`src/rtl/pmw_pkg.sv`:
```
// Package of constants for the power management wake control block
// How it works
// - Control register readable in every power state
// - Writes ignored until one read seen
// - State field: normal, wake-frame, energy detect
// - Byte-order test write wakes the device
// - Transceiver reset held 100us, self-clears
// - Writes to reset bit ignored while high
// - Wake frame raises interrupt and gated pin
// - Energy event raises interrupt and gated pin
// - Drive type: open-drain active low, push-pull
// - Push-pull polarity bit selects active level
// - Wake cause codes none, energy, frame, multiple
// - Cause clears by write-one only when ready
// - Cause stays while its event source persists
// - Pulse select: 50ms pulse or static level
// - Pin drops when cause or enable cleared
// - Pin enable gates pin, not interrupt
// - Ready bit shows device stabilised
package pmw_pkg;
    localparam logic [7:0]  PMW_OFS_CTRL      = 8'h84;
    localparam logic [7:0]  PMW_OFS_BYTE_TEST = 8'h64;
    localparam logic [7:0]  PMW_OFS_HARDWARE_CONFIG_REG    = 8'h74;
    localparam int          PMW_BIT_STATE     = 12;
    localparam int          PMW_BIT_XRST      = 10;
    localparam int          PMW_BIT_WFE       = 9;
    localparam int          PMW_BIT_EDE       = 8;
    localparam int          PMW_BIT_TYPE      = 6;
    localparam int          PMW_BIT_CAUSE     = 4;
    localparam int          PMW_BIT_PULSE     = 3;
    localparam int          PMW_BIT_POL       = 2;
    localparam int          PMW_BIT_PEN       = 1;
    localparam int          PMW_BIT_READY     = 0;
    localparam int          PMW_CLK_MHZ       = 100;
    localparam int          PMW_XRST_US       = 100;
    localparam int          PMW_XRST_CYC      = PMW_XRST_US * PMW_CLK_MHZ;
    localparam int          PMW_PULSE_MS      = 50;
    localparam int          PMW_PULSE_CYC     = PMW_PULSE_MS * 1000 * PMW_CLK_MHZ;
    localparam int          PMW_READY_CYC     = 64;
    localparam logic [1:0]  PMW_ST_NORMAL     = 2'h0;
    localparam logic [1:0]  PMW_ST_WAKE_FRAME = 2'h1;
    localparam logic [1:0]  PMW_ST_ENERGY     = 2'h2;
    localparam logic [31:0] PMW_RD_UNMAPPED   = 32'h00000000;
endpackage : pmw_pkg

```
`src/rtl/pmw_sync.sv`:
```
// Three-stage input synchroniser with agreement filter
`timescale 1ns/10ps
module pmw_sync
    import pmw_pkg::*;
(
    // Clock and reset
    input  wire logic core_clk,
    input  wire logic reset,
    // Pin level in and filtered level out
    input  wire logic pin_in,
    output logic      level_out
);
    typedef struct packed {
        logic [2:0] stage;
        logic       level;
    } pmw_sync_s;

    pmw_sync_s st_r;
    pmw_sync_s st_nxt;

    // First stage is read only by the second; level moves when stages two and three agree
    always_comb begin
        st_nxt       = st_r;
        st_nxt.stage = {st_r.stage[1:0], pin_in};
        if (st_r.stage[1] == st_r.stage[2]) begin
            st_nxt.level = st_r.stage[2];
        end
    end

    always_ff @(posedge core_clk) begin
        if (reset) begin
            st_r <= '0;
        end else begin
            st_r <= st_nxt;
        end
    end

    assign level_out = st_r.level;
endmodule : pmw_sync

```
`src/rtl/pmw_timer.sv`:
```
// Down-counting interval timer with start and abort
`timescale 1ns/10ps
module pmw_timer
    import pmw_pkg::*;
#(
    parameter int WIDTH = 32
) (
    // Clock and reset
    input  wire logic             core_clk,
    input  wire logic             reset,
    // Control
    input  wire logic             start,
    input  wire logic             abort,
    input  wire logic [WIDTH-1:0] cycles,
    // Status
    output logic                  busy
);
    typedef struct packed {
        logic [WIDTH-1:0] count;
        logic             busy;
    } pmw_timer_s;

    pmw_timer_s st_r;
    pmw_timer_s st_nxt;

    // Start wins over abort so a fresh request is never lost
    always_comb begin
        st_nxt = st_r;
        if (start) begin
            st_nxt.count = cycles;
            st_nxt.busy  = 1'b1;
        end else if (abort) begin
            st_nxt.busy = 1'b0;
        end else if (st_r.busy) begin
            if (st_r.count <= WIDTH'(1)) begin
                st_nxt.busy = 1'b0;
            end
            st_nxt.count = st_r.count - WIDTH'(1);
        end
    end

    always_ff @(posedge core_clk) begin
        if (reset) begin
            st_r <= '0;
        end else begin
            st_r <= st_nxt;
        end
    end

    assign busy = st_r.busy;
endmodule : pmw_timer

```
`src/rtl/pmw_wake_ctrl.sv`:
```
// Power state, transceiver reset and wake-event pin control
//
// Decided for this implementation: the address-and-strobe port.
`timescale 1ns/10ps
module pmw_wake_ctrl
    import pmw_pkg::*;
#(
    parameter int XRST_CYC  = PMW_XRST_CYC,
    parameter int PULSE_CYC = PMW_PULSE_CYC,
    parameter int READY_CYC = PMW_READY_CYC
) (
    // Clock and reset
    input  wire logic        core_clk,
    input  wire logic        reset,
    // Register port
    input  wire logic [7:0]  reg_addr,
    input  wire logic [31:0] reg_wdata,
    input  wire logic        reg_wr,
    input  wire logic        reg_rd,
    output logic [31:0]      reg_rdata,
    // Event sources, pins from the detectors
    input  wire logic        wake_frame_event,
    input  wire logic        energy_event,
    // Transceiver reset and power state
    output logic             transceiver_reset,
    output logic [1:0]       power_state,
    output logic             device_ready,
    // Wake indications
    output logic             wake_interrupt,
    output logic             wake_event_pin_o,
    output logic             wake_event_pin_oe
);
    typedef enum logic [2:0] {
        PMW_RUN   = 3'b001,
        PMW_SLEEP = 3'b010,
        PMW_SETTLE = 3'b100
    } pmw_mode_e;

    typedef struct packed {
        pmw_mode_e   mode;
        logic [1:0]  state;
        logic        read_seen;
        logic        wfe;
        logic        ede;
        logic        drive_type;
        logic [1:0]  cause;
        logic        pulse_sel;
        logic        pol;
        logic        pen;
        logic        ready;
        logic [15:0] settle;
        logic        active;
        logic        xrst;
        logic [31:0] xrst_len;
        logic [31:0] rdata;
        logic        pin_o;
        logic        pin_oe;
    } pmw_ctrl_s;

    pmw_ctrl_s st_r;
    pmw_ctrl_s st_nxt;

    logic wf_lvl;
    logic ed_lvl;
    logic xrst_busy;
    logic pulse_busy;
    logic xrst_start;
    logic pulse_start;
    logic pulse_abort;

    // Event inputs cross into the clock domain through three synchroniser flops and a filter flop
    pmw_sync u_sync_wf (
        .core_clk  (core_clk),
        .reset     (reset),
        .pin_in    (wake_frame_event),
        .level_out (wf_lvl)
    );

    pmw_sync u_sync_ed (
        .core_clk  (core_clk),
        .reset     (reset),
        .pin_in    (energy_event),
        .level_out (ed_lvl)
    );

    // Hold timer for the transceiver reset and width timer for the pin pulse
    pmw_timer u_xrst_tmr (
        .core_clk (core_clk),
        .reset    (reset),
        .start    (xrst_start),
        .abort    (1'b0),
        .cycles   (32'(XRST_CYC)),
        .busy     (xrst_busy)
    );

    pmw_timer u_pulse_tmr (
        .core_clk (core_clk),
        .reset    (reset),
        .start    (pulse_start),
        .abort    (pulse_abort),
        .cycles   (32'(PULSE_CYC)),
        .busy     (pulse_busy)
    );

    // Control register image as read back
    function automatic logic [31:0] ctrl_image(input pmw_ctrl_s s);
        logic [31:0] v;
        v = '0;
        v[PMW_BIT_STATE+1:PMW_BIT_STATE] = s.state;
        v[PMW_BIT_XRST]  = s.xrst;
        v[PMW_BIT_WFE]   = s.wfe;
        v[PMW_BIT_EDE]   = s.ede;
        v[PMW_BIT_TYPE]  = s.drive_type;
        v[PMW_BIT_CAUSE+1:PMW_BIT_CAUSE] = s.cause;
        v[PMW_BIT_PULSE] = s.pulse_sel;
        v[PMW_BIT_POL]   = s.pol;
        v[PMW_BIT_PEN]   = s.pen;
        v[PMW_BIT_READY] = s.ready;
        return v;
    endfunction : ctrl_image

    logic        wr_ok;
    logic        wr_ctrl;
    logic        wr_wake;
    logic        wf_hit;
    logic        ed_hit;
    logic [1:0]  clr;
    logic        pin_act;

    // Write qualification and event detection
    always_comb begin
        wr_ok   = reg_wr && st_r.read_seen;
        wr_ctrl = wr_ok && (reg_addr == PMW_OFS_CTRL) && st_r.ready;
        wr_wake = reg_wr && (reg_addr == PMW_OFS_BYTE_TEST) && (st_r.mode == PMW_SLEEP);
        wf_hit  = st_r.wfe && wf_lvl;
        ed_hit  = st_r.ede && ed_lvl;
        xrst_start  = wr_ctrl && reg_wdata[PMW_BIT_XRST] && !st_r.xrst;
        pulse_start = (wf_hit || ed_hit) && !st_r.active && st_r.pulse_sel;
        clr = (wr_ctrl && (st_r.mode == PMW_RUN)) ?
              reg_wdata[PMW_BIT_CAUSE+1:PMW_BIT_CAUSE] : 2'h0;
        pulse_abort = pulse_busy && !st_r.active;
    end

    // Main next-state logic
    always_comb begin
        st_nxt = st_r;
        st_nxt.xrst = xrst_busy || xrst_start;
        // Length of the running transceiver reset, watched by the length check
        st_nxt.xrst_len = st_r.xrst ? (st_r.xrst_len + 32'h00000001) : 32'h00000000;
        if (reg_rd) begin
            st_nxt.read_seen = 1'b1;
        end
        // Read data; control readable in any state
        if (reg_rd && reg_addr == PMW_OFS_CTRL) begin
            st_nxt.rdata = ctrl_image(st_r);
        end else begin
            st_nxt.rdata = PMW_RD_UNMAPPED;
        end
        if (wr_ctrl) begin
            st_nxt.wfe        = reg_wdata[PMW_BIT_WFE];
            st_nxt.ede        = reg_wdata[PMW_BIT_EDE];
            st_nxt.drive_type = reg_wdata[PMW_BIT_TYPE];
            st_nxt.pulse_sel  = reg_wdata[PMW_BIT_PULSE];
            st_nxt.pol        = reg_wdata[PMW_BIT_POL];
            st_nxt.pen        = reg_wdata[PMW_BIT_PEN];
            // Reserved code is refused so the state stays defined
            if (reg_wdata[PMW_BIT_STATE+1:PMW_BIT_STATE] != 2'h3) begin
                st_nxt.state = reg_wdata[PMW_BIT_STATE+1:PMW_BIT_STATE];
            end
        end
        // Cause: set wins over clear; a live source keeps its bit
        st_nxt.cause[0] = (st_r.cause[0] && !clr[0]) || ed_hit ||
                          (st_r.cause[0] && ed_lvl);
        st_nxt.cause[1] = (st_r.cause[1] && !clr[1]) || wf_hit ||
                          (st_r.cause[1] && wf_lvl);
        case (st_r.mode)
            PMW_RUN: begin
                if (wr_ctrl && st_nxt.state != PMW_ST_NORMAL) begin
                    st_nxt.mode  = PMW_SLEEP;
                    st_nxt.ready = 1'b0;
                end
            end
            PMW_SLEEP: begin
                if (wr_wake || wf_hit || ed_hit) begin
                    st_nxt.mode      = PMW_SETTLE;
                    st_nxt.state     = PMW_ST_NORMAL;
                    st_nxt.settle    = 16'(READY_CYC);
                    st_nxt.read_seen = 1'b0;
                end
            end
            PMW_SETTLE: begin
                if (st_r.settle <= 16'h0001) begin
                    st_nxt.mode  = PMW_RUN;
                    st_nxt.ready = 1'b1;
                end
                st_nxt.settle = st_r.settle - 16'h0001;
            end
            default: begin
                st_nxt.mode = PMW_RUN;
            end
        endcase
        // Indication latches on an event, drops with cause or enables
        if (wf_hit || ed_hit) begin
            st_nxt.active = 1'b1;
        end else if (st_nxt.cause == 2'h0 || (!st_nxt.wfe && !st_nxt.ede)) begin
            st_nxt.active = 1'b0;
        end
        // Pin level: pulse or static, gated by the pin enable only
        pin_act = st_nxt.active && st_r.pen &&
                  (!st_r.pulse_sel || pulse_busy || pulse_start);
        if (!st_r.drive_type) begin
            st_nxt.pin_o  = 1'b0;
            st_nxt.pin_oe = pin_act;
        end else begin
            st_nxt.pin_o  = st_r.pol ? pin_act : !pin_act;
            st_nxt.pin_oe = 1'b1;
        end
    end

    always_ff @(posedge core_clk) begin
        if (reset) begin
            st_r       <= '0;
            st_r.mode  <= PMW_SETTLE;
            st_r.settle <= 16'(READY_CYC);
        end else begin
            st_r <= st_nxt;
        end
    end

    // Outputs straight from flip-flops
    assign reg_rdata         = st_r.rdata;
    assign transceiver_reset = st_r.xrst;
    assign power_state       = st_r.state;
    assign device_ready      = st_r.ready;
    assign wake_interrupt    = st_r.active;
    assign wake_event_pin_o  = st_r.pin_o;
    assign wake_event_pin_oe = st_r.pin_oe;

    // Transceiver reset checks
    a_xrst_hold: assert property (@(posedge core_clk) disable iff (reset)
        $rose(st_r.xrst) |-> st_r.xrst [*8])
        else $error("transceiver reset too short");
    a_xrst_len: assert property (@(posedge core_clk) disable iff (reset)
        $fell(st_r.xrst) |-> st_r.xrst_len >= 32'(XRST_CYC))
        else $error("transceiver reset released early");
    a_xrst_ignore: assert property (@(posedge core_clk) disable iff (reset)
        st_r.xrst |-> !xrst_start)
        else $error("reset bit write taken while high");

    // Register port checks
    a_write_gate: assert property (@(posedge core_clk) disable iff (reset)
        (reg_wr && !st_r.read_seen && reg_addr == PMW_OFS_CTRL) |=> $stable(st_r.pen))
        else $error("write acted before read");
    a_rd_image: assert property (@(posedge core_clk) disable iff (reset)
        (reg_rd && reg_addr == PMW_OFS_CTRL) |=> reg_rdata[PMW_BIT_READY] == $past(st_r.ready))
        else $error("control read returned wrong ready");
    a_rd_idle: assert property (@(posedge core_clk) disable iff (reset)
        !reg_rd |=> reg_rdata == PMW_RD_UNMAPPED)
        else $error("read data outside read cycle");

    // Power state checks
    a_state_legal: assert property (@(posedge core_clk) disable iff (reset)
        st_r.state != 2'h3)
        else $error("reserved power state");
    a_wake_byte: assert property (@(posedge core_clk) disable iff (reset)
        (st_r.mode == PMW_SLEEP && reg_wr && reg_addr == PMW_OFS_BYTE_TEST)
            |=> st_r.mode == PMW_SETTLE)
        else $error("byte test write did not wake");
    a_sleep_unready: assert property (@(posedge core_clk) disable iff (reset)
        st_r.mode == PMW_SLEEP |-> !st_r.ready)
        else $error("ready while asleep");
    a_ready_wait: assert property (@(posedge core_clk) disable iff (reset)
        $rose(st_r.ready) |-> $past(st_r.mode) == PMW_SETTLE)
        else $error("ready without settling");
    a_ready_norm: assert property (@(posedge core_clk) disable iff (reset)
        $rose(st_r.ready) |-> st_r.state == PMW_ST_NORMAL)
        else $error("ready outside normal state");

    // Wake cause and interrupt checks
    a_int_raise: assert property (@(posedge core_clk) disable iff (reset)
        (st_r.wfe && wf_lvl) |=> st_r.active)
        else $error("wake frame missed interrupt");
    a_int_energy: assert property (@(posedge core_clk) disable iff (reset)
        (st_r.ede && ed_lvl) |=> st_r.active)
        else $error("energy event missed interrupt");
    a_cause_clr: assert property (@(posedge core_clk) disable iff (reset)
        (st_r.mode != PMW_RUN && st_r.cause[0] && ed_lvl) |=> st_r.cause[0])
        else $error("cause cleared too early");
    a_cause_keep: assert property (@(posedge core_clk) disable iff (reset)
        st_r.mode != PMW_RUN |=> (st_r.cause & $past(st_r.cause)) == $past(st_r.cause))
        else $error("cause bit dropped while not running");
    a_irq_drop: assert property (@(posedge core_clk) disable iff (reset)
        (st_r.cause == 2'h0 && !wf_hit && !ed_hit) |=> !st_r.active)
        else $error("indication kept without cause");

    // Wake pin drive checks
    a_od_low: assert property (@(posedge core_clk) disable iff (reset)
        (!st_r.drive_type && st_r.pin_oe) |-> !st_r.pin_o)
        else $error("open drain drove high");
    a_pp_drive: assert property (@(posedge core_clk) disable iff (reset)
        st_r.drive_type |=> st_r.pin_oe)
        else $error("push pull pin not driven");
    a_pin_gate: assert property (@(posedge core_clk) disable iff (reset)
        (!st_r.pen && st_r.drive_type && st_r.pol) |=> !st_r.pin_o)
        else $error("pin active while disabled");
    a_pulse_end: assert property (@(posedge core_clk) disable iff (reset)
        (st_r.pulse_sel && !st_r.drive_type && !pulse_busy && !pulse_start) |=> !st_r.pin_oe)
        else $error("pulsed pin held past its width");
endmodule : pmw_wake_ctrl

```
`config.mk`:
```
export PLATFORM = sky130hd
export DESIGN_NAME = pmw_wake_ctrl
export DESIGN_NICKNAME = d
export VERILOG_FILES = /design/src/rtl/pmw_pkg.sv /design/src/rtl/pmw_sync.sv /design/src/rtl/pmw_timer.sv /design/src/rtl/pmw_wake_ctrl.sv
export SDC_FILE = /design/constraint.sdc
export NUM_CORES = 1
export LEC_CHECK = 0
export ABC_AREA = 1
export ABC_CLOCK_PERIOD_IN_PS = 5200
export BUFFER_PORTS_ARGS = -buffer_cell sky130_fd_sc_hd__buf_2
export CAP_MARGIN = 20
export CELL_PAD_IN_SITES_DETAIL_PLACEMENT = 0
export CELL_PAD_IN_SITES_GLOBAL_PLACEMENT = 1
export CORE_MARGIN = 2
export CORE_UTILIZATION = 38
export CTS_CLUSTER_DIAMETER = 80
export CTS_CLUSTER_SIZE = 12
export DETAILED_ROUTE_END_ITERATION = 12
export PLACE_DENSITY = 0.85
export REMOVE_ABC_BUFFERS = 1
export SYNTH_ARGS = -nofsm -noshare
export SYNTH_HDL_FRONTEND = slang
export SYNTH_SLANG_ARGS = --single-unit
```
`constraint.sdc`:
```
create_clock -name core_clk -period 5.2 [get_ports core_clk]
set_clock_uncertainty 0.15 [all_clocks]
set_input_delay 0.26 -clock core_clk [delete_from_list [all_inputs] [get_ports core_clk]]
set_output_delay 0.26 -clock core_clk [all_outputs]
set_load 0.05 [all_outputs]
```
# Word level (Yosys, flattened, before mapping)
# Index checks and enable logic that the tools add are counted.
# Widths: inputs -> output; s select.
# totals
regBits	141
out_inout_bits	39
wordCells	132
# classes
add_sub_neg	3
n_lt_le_gt_ge	3
n_eq_ne	12
mux	27
bitwise	3
reduce_logical	56
# op_table
op	count
$le 32x1->1 const B	2
$sub 32x1->32 const B	2
$mux 24	2
$pmux 16 s2	1
$mux 15	2
$mux 23	1
$logic_and 1x1->1	22
$le 16x1->1 const B	1
$mux 16	1
$sub 16x1->16 const B	1
$mux 3	4
$logic_or 1x1->1	11
$mux 1	10
$reduce_bool 2->1	5
$pmux 3 s3	1
$eq 8x7->1 const B	1
$eq 8x8->1 const B	1
$logic_not 1->1	8
$reduce_or 2->1	4
$mux 2	3
$mux 6	1
$ne 2x2->1 const B	3
$reduce_and 2->1	3
$reduce_and 3->1	2
other kinds (8)	12

# Longest topological paths before layout
# Gate-level depths: netlist of run 1.
# depth
ltp_word	17
ltp_mapped	13
depth_no_buf	13

# Cells and area by module
# From an unflattened synthesis of run 1, not the netlist that was laid out.
# hier_totals
cells_unflattened	1128
hier_area_um2	7408.4
# by_module_without_submodules
module	n_inst	cells_each	area_each_um2	seq_area_each_um2
pmw_timer	2	385	2378.5	660.6
pmw_wake_ctrl	1	332	2408.6	940.9
pmw_sync	2	13	121.4	80.1

# Least setup slack after synthesis of run 1
# No wires, ideal clock.
# synth_timing
path_type	register to register
from	reg st_r, in the netlist wake_interrupt
to	reg u_pulse_tmr.st_r[30] (netlist name)
arrival_ps	1731
required_time_ps	4922
path_slack_ps	3191
path_stages_with_launch	12
path_buffers	0
path_cell_list	dfxtp_1 nand2_2 inv_2 nand2_1 nor2_2 nand2_1 nor2_2 nand2_1 nor2_2 nand2_1 xor2_1 nor2_1
# synth_between
elab_chain_cells	4
elab_cells_between_ends	7
# synth_rtl
item	line	text
from (decl)	pmw_wake_ctrl.sv:60	pmw_ctrl_s st_r;
from (signal assigned)	pmw_wake_ctrl.sv:226	st_r <= st_nxt;
$logic_not 1->1 *	pmw_wake_ctrl.sv:138, pmw_wake_ctrl.sv:141	
$logic_and 1x1->1, on equally long branches	pmw_wake_ctrl.sv:138, pmw_wake_ctrl.sv:141	
$logic_and 1x1->1 / $not 1->1 (equally long branches)	n/a	
$reduce_or 2->1 (no line) / $reduce_and 2->1 (equally long branches)	n/a	
to (signal assigned)	pmw_timer.sv:46	st_r <= st_nxt;
to (decl)	pmw_timer.sv:23	pmw_timer_s st_r;
# Every way passes the cells marked *; elsewhere a longest branch is shown, timed or not.
# A chain may end at the register's enable or synchronous reset.

# Worst setup path in the final report of run 1
# layout_timing
from	reg st_r, in the netlist device_ready
to	reg u_xrst_tmr.st_r[16] (netlist name)
# layout_between
elab_chain_cells	4
# layout_rtl
item	line	text
$logic_and 1x1->1	pmw_wake_ctrl.sv:133	wr_ctrl = wr_ok && (reg_addr == PMW_OFS_CTRL) && st_r.ready;
$logic_and 1x1->1 (2 in series)	pmw_wake_ctrl.sv:137	xrst_start = wr_ctrl && reg_wdata[PMW_BIT_XRST] && !st_r.xrst;
$reduce_or 2->1 (no line)	n/a	
to (signal assigned)	pmw_timer.sv:46	
to (decl)	pmw_timer.sv:23	
# Every way passes these cells.

==> impl_metrics.json, run 1 <==
{
  "wl_um": 13200,
  "critPathMostFrequentCell": "nor2_1",
  "overflow": 0,
  "arrival_ps": 2560,
  "fillerInstances": 1610,
  "outcome": "completed",
  "async_flop_share": 0,
  "critPathTopFamily": "simple AND/OR/NAND/NOR gates",
  "grt_pass1_wl_um": 21800,
  "drtIter0Drc": 273,
  "hold_class": "in2reg",
  "vias": 5132,
  "cts_root_buf": "clkbuf_16",
  "cts_setup_buffers": 0,
  "leakage_nw": 3.18,
  "cts_sinks": 121,
  "pwr_density_cell_mw_per_mm2": 362,
  "io_pins": 85,
  "antenna_found_initial": 0,
  "postSynthCellCount": 835,
  "clock_path_buffers": 2,
  "track_usage": 0.165,
  "ys_seq_elements": 121,
  "crit_buf_inv": 2,
  "syn_to_final_growth_pct": 14.3,
  "critPathSlowestCell": "inv_1",
  "period_minus_slack_ps": 2460,
  "max_freq_ghz": 0.407,
  "layout.cells.most_common_list": "nor2_1, dfxtp_1, nand2_1",
  "ant_nets": 0,
  "synth_ff_type": "dfxtp_1",
  "clkTransAtPathRegs_ps": 50,
  "hold_viol_final": 0,
  "multi_input_area_sq_mm": 0.00286,
  "cp.required_ps": 5310,
  "setup_viol_count_final": 0,
  "pre_cts_ws_ps": 2600,
  "hpwl_um": 9510,
  "drc": 0,
  "core_sq_mm": 0.0153,
  "first_pass_iters": 5,
  "grt_max_degree": 33,
  "netlist_area_sq_mm": 0.00598,
  "path_cells": "inv_1 -> nor2_1 -> nand2_2 -> nor2_1 -> nor2_1 -> inv_1 -> nor2_1",
  "fp.dieH_um": 129,
  "critPathLaunchType": "flip-flop",
  "cts_buffers": 17,
  "cts_tree": "yes",
  "via_per_inst": 4.67,
  "layout_commonest_cell": "nor2_1",
  "die-area_sq_mm": 0.0168,
  "worstMarginPinSlew_ps": 863,
  "htreeDepth": 4,
  "slew_headroom": 0.424,
  "ys_warn_count": 0,
  "syn_avg_cell_area_sq_um": 7.16,
  "synth-edff-count": 0,
  "grt_pass1_vias": 4580,
  "tns_ps": 0,
  "period_share": 0.472,
  "portBuffers": 43,
  "num_antenna_cells": 0,
  "peakVddDrop_uv": 232,
  "cp_slowest_stage_delay_ps": 690,
  "maxCapViolations": 0,
  "rsz0062_at_grt": "no",
  "ys_seq_area_frac": 0.405,
  "routabilityCongestion": 0.848,
  "synth.distinct_cells": 47,
  "cp_max_fo": 23,
  "cts_resized": 0,
  "wl_per_cell_um": 12.0,
  "start_util": 0.391,
  "fin_ws_ps": 2740,
  "endpoint_kind": "flip-flop",
  "chipWidth_um": 129,
  "clock_latency_ps": 410,
  "drv_slew": 0,
  "nNetsFinal": 927,
  "rows": 45,
  "drive_gt1_frac": 0.145,
  "critical_path_class": "reg2reg",
  "ff_latch_area_sq_mm": 0.00242
}
## logic make-up (layout without fill, tap and decap cells)
family	after synthesis	count (layout)	synth area share
compound gates	123	123	0.113
fa+ha+maj	6	6	0.0125
flops	121	121	0.405
xor+xnor	21	21	0.0307
simple gates	395	395	0.310
buf+inv	168	202	0.129
other cells	1	20	0.000627
## through the flow
step                instances  utilization  cell area (sq um)  total power [mW]  hold slack, ps
global route             1099        0.447               6840              2.59            34.5
floorplan                 809            -               5750              1.29             179
detailed placement       1063        0.406               6220              1.37             243
CTS                      1099        0.447               6840              2.50            4.60
finish                   1099        0.447               6840              2.47            15.4
global placement         1063        0.406               6220              1.36             240
## worst reg2reg max path, delay by kind of cell (launching register included)
kind                   cells  cell delay [ps]
and+or+nand+nor            5             1030
buffers and inverters      2              760
DFF                        1              360
## path summary, 6_finish.rpt
path	endpoint	slack, ps	cells past startpoint	start
setup reg to reg	u_xrst_tmr.st_r[16]$_SDFFE_PP0P_	2740	7	device_ready$_SDFFE_PP0P_
hold reg to reg	u_sync_wf.st_nxt[3]$_SDFF_PP0_	250	2	u_sync_wf.st_nxt[2]$_SDFF_PP0_
setup / recovery	u_xrst_tmr.st_r[16]$_SDFFE_PP0P_	2740	7	device_ready$_SDFFE_PP0P_
hold / removal	st_r[85]$_SDFFE_PP0N_	20	3	reg_wdata[1]
## where the power goes
part / switching, mW / leakage, nW / internal (mW)
sequential: 0.0351 / 0.978 / 0.974
clock: 0.439 / 0.268 / 0.683
combinational: 0.239 / 1.93 / 0.103
total: 0.713 / 3.18 / 1.76
## final cells by class
type | instances | share of cell area
clock buffer | 19 | 0.0662
clock inverter | 13 | 0.0177
inverter | 123 | 0.0675
multi-input combinational | 565 | 0.418
sequential | 121 | 0.354
tap | 211 | 0.0386
timing repair buffer | 47 | 0.0373
## timing repair
action | 4_1_cts | 5_1_grt
hold endpoints to repair | 4 | 0
hold buffers | 4 | 0
setup endpoints to repair | 0 | 0
## registers in the layout, indices dropped and copies added, names as in the netlist, 2 cells and up
register / count
power_state: 2
u_sync_wf.st_nxt: 2
reg_rdata: 12
u_pulse_tmr.st_r: 32
st_r: 28
u_sync_ed.st_nxt: 2
u_xrst_tmr.st_r: 32
## metal layers
layer / track usage / wire, um
met5: 0 / 0
met2: 0.265 / 5930
met1: 0.220 / 6590
met3: 0.0409 / 561
met4: 0.0493 / 102
## cells in the mapped netlist (6+ instances only)
| cell type | count | area (sq um) |
|---|---|---|
| nand3_1 | 37 | 185 |
| o21ai_0 | 35 | 175 |
| nor2_2 | 12 | 75.1 |
| nand2_2 | 11 | 68.8 |
| or2_2 | 9 | 56.3 |
| a21oi_1 | 60 | 300 |
| o21ai_1 | 6 | 30.0 |
| nor3_1 | 16 | 80.1 |
| dfxtp_1 | 121 | 2420 |
| clkbuf_1 | 7 | 26.3 |
| ha_1 | 6 | 75.1 |
| nor4_1 | 6 | 37.5 |
| nand2_1 | 118 | 443 |
| nand4_1 | 12 | 75.1 |
| buf_4 | 34 | 255 |
| nor2_1 | 145 | 544 |
| xnor2_1 | 8 | 70.1 |
| xor2_1 | 13 | 114 |
| inv_1 | 116 | 435 |
No activity file was read; power rests on OpenSTA's default activity.
==> inputs of run 2 (changes only) <==
--- a/config.mk
+++ b/config.mk
@@ -5,8 +5,8 @@
 export SDC_FILE = /design/constraint.sdc
 export NUM_CORES = 1
 export LEC_CHECK = 0
-export ABC_AREA = 1
-export ABC_CLOCK_PERIOD_IN_PS = 5200
+export ABC_AREA = 0
+export ABC_CLOCK_PERIOD_IN_PS = 2500
 export BUFFER_PORTS_ARGS = -buffer_cell sky130_fd_sc_hd__buf_2
 export CAP_MARGIN = 20
 export CELL_PAD_IN_SITES_DETAIL_PLACEMENT = 0
@@ -16,7 +16,7 @@
 export CTS_CLUSTER_DIAMETER = 80
 export CTS_CLUSTER_SIZE = 12
 export DETAILED_ROUTE_END_ITERATION = 12
-export PLACE_DENSITY = 0.85
+export PLACE_DENSITY = 0.83
 export REMOVE_ABC_BUFFERS = 1
 export SYNTH_ARGS = -nofsm -noshare
 export SYNTH_HDL_FRONTEND = slang
==> constraint.sdc (replaced) <==
create_clock -name core_clk -period 2.5 [get_ports core_clk]
set_clock_uncertainty 0.15 [all_clocks]
set_input_delay 0.125 -clock core_clk [delete_from_list [all_inputs] [get_ports core_clk]]
set_output_delay 0.125 -clock core_clk [all_outputs]
set_load 0.05 [all_outputs]
==> impl_metrics.json, run 2 <==
{
  "path_cells": "or4bb_1 -> nor4_1 -> o22ai_1 -> a2111o_1 -> o211ai_1",
  "synth_mux_area_frac": 0.0225,
  "fillerInstances": 1395,
  "ys_warn_count": 0,
  "ff_latch_area_sq_mm": 0.00242,
  "yosys.area_share.simple": 0.275,
  "slew_headroom": 0.653,
  "synth-compound-area-share": 0.0949,
  "multi_input_area_sq_mm": 0.00280,
  "synth_largest_area_cell": "dfxtp_1",
  "clkTransAtPathRegs_ps": 60,
  "cts_tree": "yes",
  "wl_um": 11700,
  "maxCapViolations": 0,
  "synthAdderAreaFrac": 0.0135,
  "drive_gt1_frac": 0.176,
  "layout.cells.most_common_list": "dfxtp_1, nor2_1, buf_2",
  "r2r_start": "st_r[96]$_SDFFE_PP0P_",
  "pwr_density_cell_mw_per_mm2": 775,
  "syn_to_final_growth_pct": 19.3,
  "ys_seq_elements": 121,
  "hpwl_um": 8340,
  "grt_max_degree": 34,
  "final_area_sq_mm": 0.00662,
  "arrival_ps": 2520,
  "setup_viol_count_final": 0,
  "synth.distinct_cells": 63,
  "critPathSlowestCell": "dfxtp_1",
  "postSynthCellCount": 615,
  "outcome": "completed",
  "synth_xor_area_frac": 0.0852,
  "hold_viol_final": 0,
  "overflow": 0,
  "ys_seq_area_frac": 0.436,
  "cp_max_fo": 8,
  "critPathLaunchType": "flip-flop",
  "rows": 44,
  "rsz0062_at_grt": "no",
  "worstHoldStart": "reg_addr[4]",
  "vias": 4527,
  "clock_latency_ps": 410,
  "worstMarginPinSlew_ps": 515,
  "top_regs": "u_pulse_tmr.st_r: 32 flops, u_xrst_tmr.st_r: 32 flops, st_r: 28 flops",
  "core_sq_mm": 0.0144,
  "cts_setup_buffers": 0,
  "synthTopCellsByCount": "dfxtp_1, nor2_1, a21oi_1, xor2_1, buf_4",
  "path_depth": 5,
  "start_util": 0.385,
  "drtIter0Drc": 141,
  "track_usage": 0.152,
  "synth_top_family_by_area": "simple AND/OR/NAND/NOR gates",
  "endpoint_kind": "flip-flop",
  "cts_buffers": 17,
  "via_per_inst": 5.16,
  "critical_path_class": "reg2reg",
  "fp.dieH_um": 125,
  "grt_pass1_vias": 4352,
  "die-area_sq_mm": 0.0156,
  "chipWidth_um": 125,
  "hold_path_depth": 4,
  "period_share": 0.935,
  "power_mw": 5.13,
  "ant_nets": 0,
  "syn_avg_cell_area_sq_um": 9.02,
  "portBuffers": 43,
  "synth_ff_type": "dfxtp_1",
  "io_pins": 85,
  "clock_path_buffers": 2,
  "period_minus_slack_ps": 2340,
  "worstHoldEndpoint": "st_r[89]$_SDFF_PP0_",
  "peakVddDrop_uv": 403,
  "cts_root_buf": "clkbuf_16",
  "cts_sinks": 121,
  "tns_ps": 0,
  "netlist_area_sq_mm": 0.00555,
  "worstReg2RegEnd": "wake_event_pin_o$_SDFF_PP0_",
  "cp_slowest_stage_delay_ps": 470,
  "drc": 0,
  "layout_commonest_cell": "dfxtp_1",
  "synth-edff-count": 0,
  "num_antenna_cells": 0,
  "reg2reg_depth": 5,
  "nNetsFinal": 732,
  "antenna_found_initial": 0,
  "async_flop_share": 0,
  "drv_slew": 0,
  "first_pass_iters": 5,
  "hold_class": "in2reg",
  "leakage_nw": 2.67,
  "place_area_sq_mm": 0.00587,
  "routabilityCongestion": 0.793,
  "reg2reg_slack_ps": 160,
  "wl_per_cell_um": 13.3,
  "synth.most_common_cell": "dfxtp_1",
  "max_freq_ghz": 0.428,
  "pre_cts_ws_ps": 150,
  "grt_pass1_wl_um": 19800,
  "htreeDepth": 4,
  "cp.required_ps": 2680,
  "ys_top_cells_by_area": "dfxtp_1, xor2_1, nor2_1, buf_4, a21oi_1",
  "fin_ws_ps": 163,
  "crit_buf_inv": 0,
  "critPathTopFamily": "simple AND/OR/NAND/NOR gates",
  "synth_top_area_frac": 0.436
}
run 2: how the worst max path moves through the flow:
stage / slack (ps) / end / start
floorplan: -510 / u_pulse_tmr.st_r[26]$_SDFFE_PP0P_ / wake_interrupt$_SDFF_PP0_
global placement: 190 / u_xrst_tmr.st_r[2]$_SDFFE_PP0P_ / reg_addr[0]
detailed placement: 150 / u_xrst_tmr.st_r[19]$_SDFFE_PP0P_ / reg_addr[0]
CTS: 210 / st_r[91]$_SDFF_PP0_ / device_ready$_SDFFE_PP0P_
global route: 110 / wake_event_pin_o$_SDFF_PP0_ / st_r[96]$_SDFFE_PP0P_
finish: 160 / wake_event_pin_o$_SDFF_PP0_ / st_r[96]$_SDFFE_PP0P_
run 2: stage by stage:
| stage | instances | utilization | hold slack [ps] |
|---|---|---|---|
| after CTS | 877 | 0.459 | 5.08 |
| after floorplan | 580 | - | 37.7 |
| after global routing | 877 | 0.459 | 16.6 |
| after global placement | 828 | 0.407 | 196 |
| after detailed placement | 828 | 0.407 | 192 |
| final | 877 | 0.459 | 22.9 |
run 2: worst min-delay path, cell delays in order:
cell	delay, ps
buf_2	90
or4b_4	120
nor4_1	70
nor3_1	130
run 2: repair_timing:
action / CTS / global route
gates resized for setup: 0 / 0
hold buffers: 17 / 0
hold endpoints to repair: 18 / 0
run 2: per-layer routing:
layer  vias up  GRT usage  routed length [um]
met5         -          0                   0
met4         0     0.0680                 260
met3        21     0.0365                 412
met2        97      0.265                5870
met1      2163      0.176                5120
li1       2246          -                   -
run 2: area by class of cell:
type / count / share of cell area
Clock buffer: 17 / 0.0643
Inverter: 11 / 0.00624
Multi-Input combinational cell: 448 / 0.424
Clock inverter: 15 / 0.0232
Tap cell: 184 / 0.0348
Sequential cell: 121 / 0.366
Timing Repair Buffer: 81 / 0.0820
run 2: power breakdown:
group	switching (mW)	total, mW	internal (mW)	leakage [nW]
logic	0.368	0.640	0.272	1.41
clock network	0.974	2.38	1.41	0.283
registers	0.0969	2.11	2.02	0.978
run 2: kinds of logic (layout without fill, tap and decap cells):
family / after synthesis / in the layout
flops: 121 / 121
other cells: 1 / 20
fa+ha+maj: 6 / 6
xor+xnor: 54 / 54
mux: 12 / 12
simple gates: 273 / 273
buf+inv: 65 / 124
compound gates: 83 / 83
==> inputs of run 3 (changes only) <==
--- a/config.mk
+++ b/config.mk
@@ -16,8 +16,9 @@
 export CTS_CLUSTER_DIAMETER = 80
 export CTS_CLUSTER_SIZE = 12
 export DETAILED_ROUTE_END_ITERATION = 12
-export PLACE_DENSITY = 0.83
+export PLACE_DENSITY = 0.82
 export REMOVE_ABC_BUFFERS = 1
 export SYNTH_ARGS = -nofsm -noshare
 export SYNTH_HDL_FRONTEND = slang
+export SYNTH_HIERARCHICAL = 1
 export SYNTH_SLANG_ARGS = --single-unit
==> impl_metrics.json, run 3 <==
{
  "track_usage": 0.172,
  "ys_warn_count": 6,
  "top_regs": "u_pulse_tmr/st_r: 32 flops, u_xrst_tmr/st_r: 32 flops, st_r: 28 flops",
  "first_pass_iters": 5,
  "drive_gt1_frac": 0.177,
  "max_freq_ghz": 0.415,
  "tns_ps": 0,
  "setup_viol_count_final": 0,
  "synth.most_common_cell": "dfxtp_1",
  "cts_tree": "yes",
  "synthTopCellsByCount": "dfxtp_1, nor2_1, a21oi_1, nand2_1, buf_4",
  "grt_max_degree": 50,
  "grt_pass1_wl_um": 26000,
  "cts_buffers": 17,
  "syn_avg_cell_area_sq_um": 8.59,
  "hold_class": "in2reg",
  "ys_seq_elements": 121,
  "layout.cells.most_common_list": "dfxtp_1, conb_1, nor2_1",
  "drv_slew": 0,
  "htreeDepth": 4,
  "critical_path_class": "reg2reg",
  "pre_cts_ws_ps": 23.5,
  "worst_hold_slack_ps": 48.5,
  "ant_nets": 0,
  "rows": 48,
  "core_sq_mm": 0.0172,
  "overflow": 0,
  "clock_path_buffers": 2,
  "start_util": 0.386,
  "cp.required_ps": 2710,
  "hold_viol_final": 0,
  "endpoint_kind": "flip-flop",
  "cts_root_buf": "clkbuf_16",
  "drc": 0,
  "vias": 5890,
  "fp.dieH_um": 136,
  "synth_top_area_frac": 0.365,
  "nNetsFinal": 960,
  "netlist_area_sq_mm": 0.00663,
  "slew_headroom": 0.638,
  "maxCapViolations": 0,
  "period_share": 0.963,
  "critPathSlowestCell": "or4_4",
  "pwr_density_cell_mw_per_mm2": 645,
  "drtIter0Drc": 399,
  "period_minus_slack_ps": 2410,
  "worstMarginPinSlew_ps": 538,
  "synth.distinct_cells": 74,
  "place_area_sq_mm": 0.00740,
  "clkTransAtPathRegs_ps": 60,
  "leakage_nw": 3.28,
  "cts_sinks": 121,
  "crit_buf_inv": 0,
  "placed_cells": 1101,
  "via_per_inst": 5.14,
  "critPathTopFamily": "simple AND/OR/NAND/NOR gates",
  "final_area_sq_mm": 0.00810,
  "ys_seq_area_frac": 0.365,
  "synth_largest_area_cell": "dfxtp_1",
  "outcome": "completed",
  "critPathLaunchType": "flip-flop",
  "hpwl_um": 10500,
  "clock_latency_ps": 430,
  "fin_cells": 1146,
  "portBuffers": 43,
  "layout_commonest_cell": "dfxtp_1",
  "wl_per_cell_um": 13.5,
  "syn_to_final_growth_pct": 22.1,
  "grt_pass1_vias": 5462,
  "num_antenna_cells": 0,
  "arrival_ps": 2620,
  "cp_slowest_stage_delay_ps": 530,
  "wl_um": 15500,
  "synth-edff-count": 0,
  "path_cells": "or4_4 -> or2_2 -> or3_4 -> or4_1 -> a21oi_1",
  "postSynthCellCount": 772,
  "peakVddDrop_uv": 509,
  "fin_ws_ps": 92.0,
  "cp_max_fo": 6,
  "die-area_sq_mm": 0.0185,
  "ys_top_cells_by_area": "dfxtp_1, nor2_1, buf_4, a21oi_1, a311oi_1",
  "antenna_found_initial": 0,
  "chipWidth_um": 136,
  "io_pins": 85,
  "routabilityCongestion": 0.777,
  "synth_ff_type": "dfxtp_1",
  "async_flop_share": 0
}
run 3: cell count changes in the layout (fill, tap and decap cells not counted), moves of 15 or more:
cell and change:
conb_1 +68, a211oi_1 +17, xor2_1 -15, a311oi_1 +18
buf_4 +28, nand2_1 +15
run 3: kinds of logic (layout without fill, tap and decap cells):
group,after synthesis,in the layout,synth area share
other,2,88,0.00113
xor gates and xnor gates,25,25,0.0330
adders and majority gates,6,6,0.0113
muxes,9,9,0.0138
buffers and inverters,88,151,0.0741
AOI/OAI and AO/OA,166,166,0.171
DFF,121,121,0.365
and+or+nand+nor,355,355,0.330
run 3: layer usage:
| metal | GRT usage | vias to the layer above | wire length, um |
|---|---|---|---|
| met4 | 0.0602 | 0 | 208 |
| li1 | - | 3044 | - |
| met5 | 0 | - | 0 |
| met1 | 0.234 | 2718 | 7890 |
| met2 | 0.273 | 113 | 6790 |
| met3 | 0.0313 | 15 | 582 |
run 3: through the flow:
stage / power [mW] / util
4_1_cts: 5.25 / 0.471
3_3_place_gp: 2.96 / 0.431
5_1_grt: 5.46 / 0.472
6_report: 5.22 / 0.472
3_5_place_dp: 2.97 / 0.431
2_1_floorplan: 2.70 / -
run 3: area by class of cell:
class / count / area, sq um
clock inverter: 13 / 96.3
tap: 225 / 282
fill: 1658 / 9080
clock buffer: 19 / 453
inverter: 14 / 52.6
timing repair buffer: 105 / 728
sequential: 121 / 2420
multi-input combinational: 649 / 4070
run 3: power breakdown:
| part | switching [mW] | total, mW | internal (mW) |
|---|---|---|---|
| logic | 0.455 | 0.848 | 0.393 |
| clock network | 0.936 | 2.26 | 1.32 |
| registers | 0.0855 | 2.12 | 2.03 |
| total | 1.48 | 5.22 | 3.74 |
run 3: tightest hold or removal path: stages:
cell and delay, ps:
buf_2 100, nor4bb_1 130, nand4_1 100, nand2_1 60, nor2_1 70
run 3: final timing paths:
| path | to | slack, ps | depth (start not counted) | startpoint |
|---|---|---|---|---|
| setup / recovery | st_r[81]$_SDFFE_PP0P_ | 90 | 5 | st_r[72]$_SDFFE_PP0P_ |
| hold / removal | st_r[88]$_SDFF_PP0_ | 50 | 5 | reg_wdata[4] |
| setup reg to reg | st_r[81]$_SDFFE_PP0P_ | 90 | 5 | st_r[72]$_SDFFE_PP0P_ |
| hold reg to reg | u_sync_ed/level_out$_SDFFE_PP0N_ | 320 | 2 | u_sync_ed/st_r[3]$_SDFF_PP0_ |
run 3: what timing repair did:
action / in CTS / in global routing
endpoints found under the hold margin: 18 / 0
setup endpoints to repair: 0 / 4
gates resized for setup: 0 / 3
hold buffers: 13 / 0
setup buffers: 0 / 0
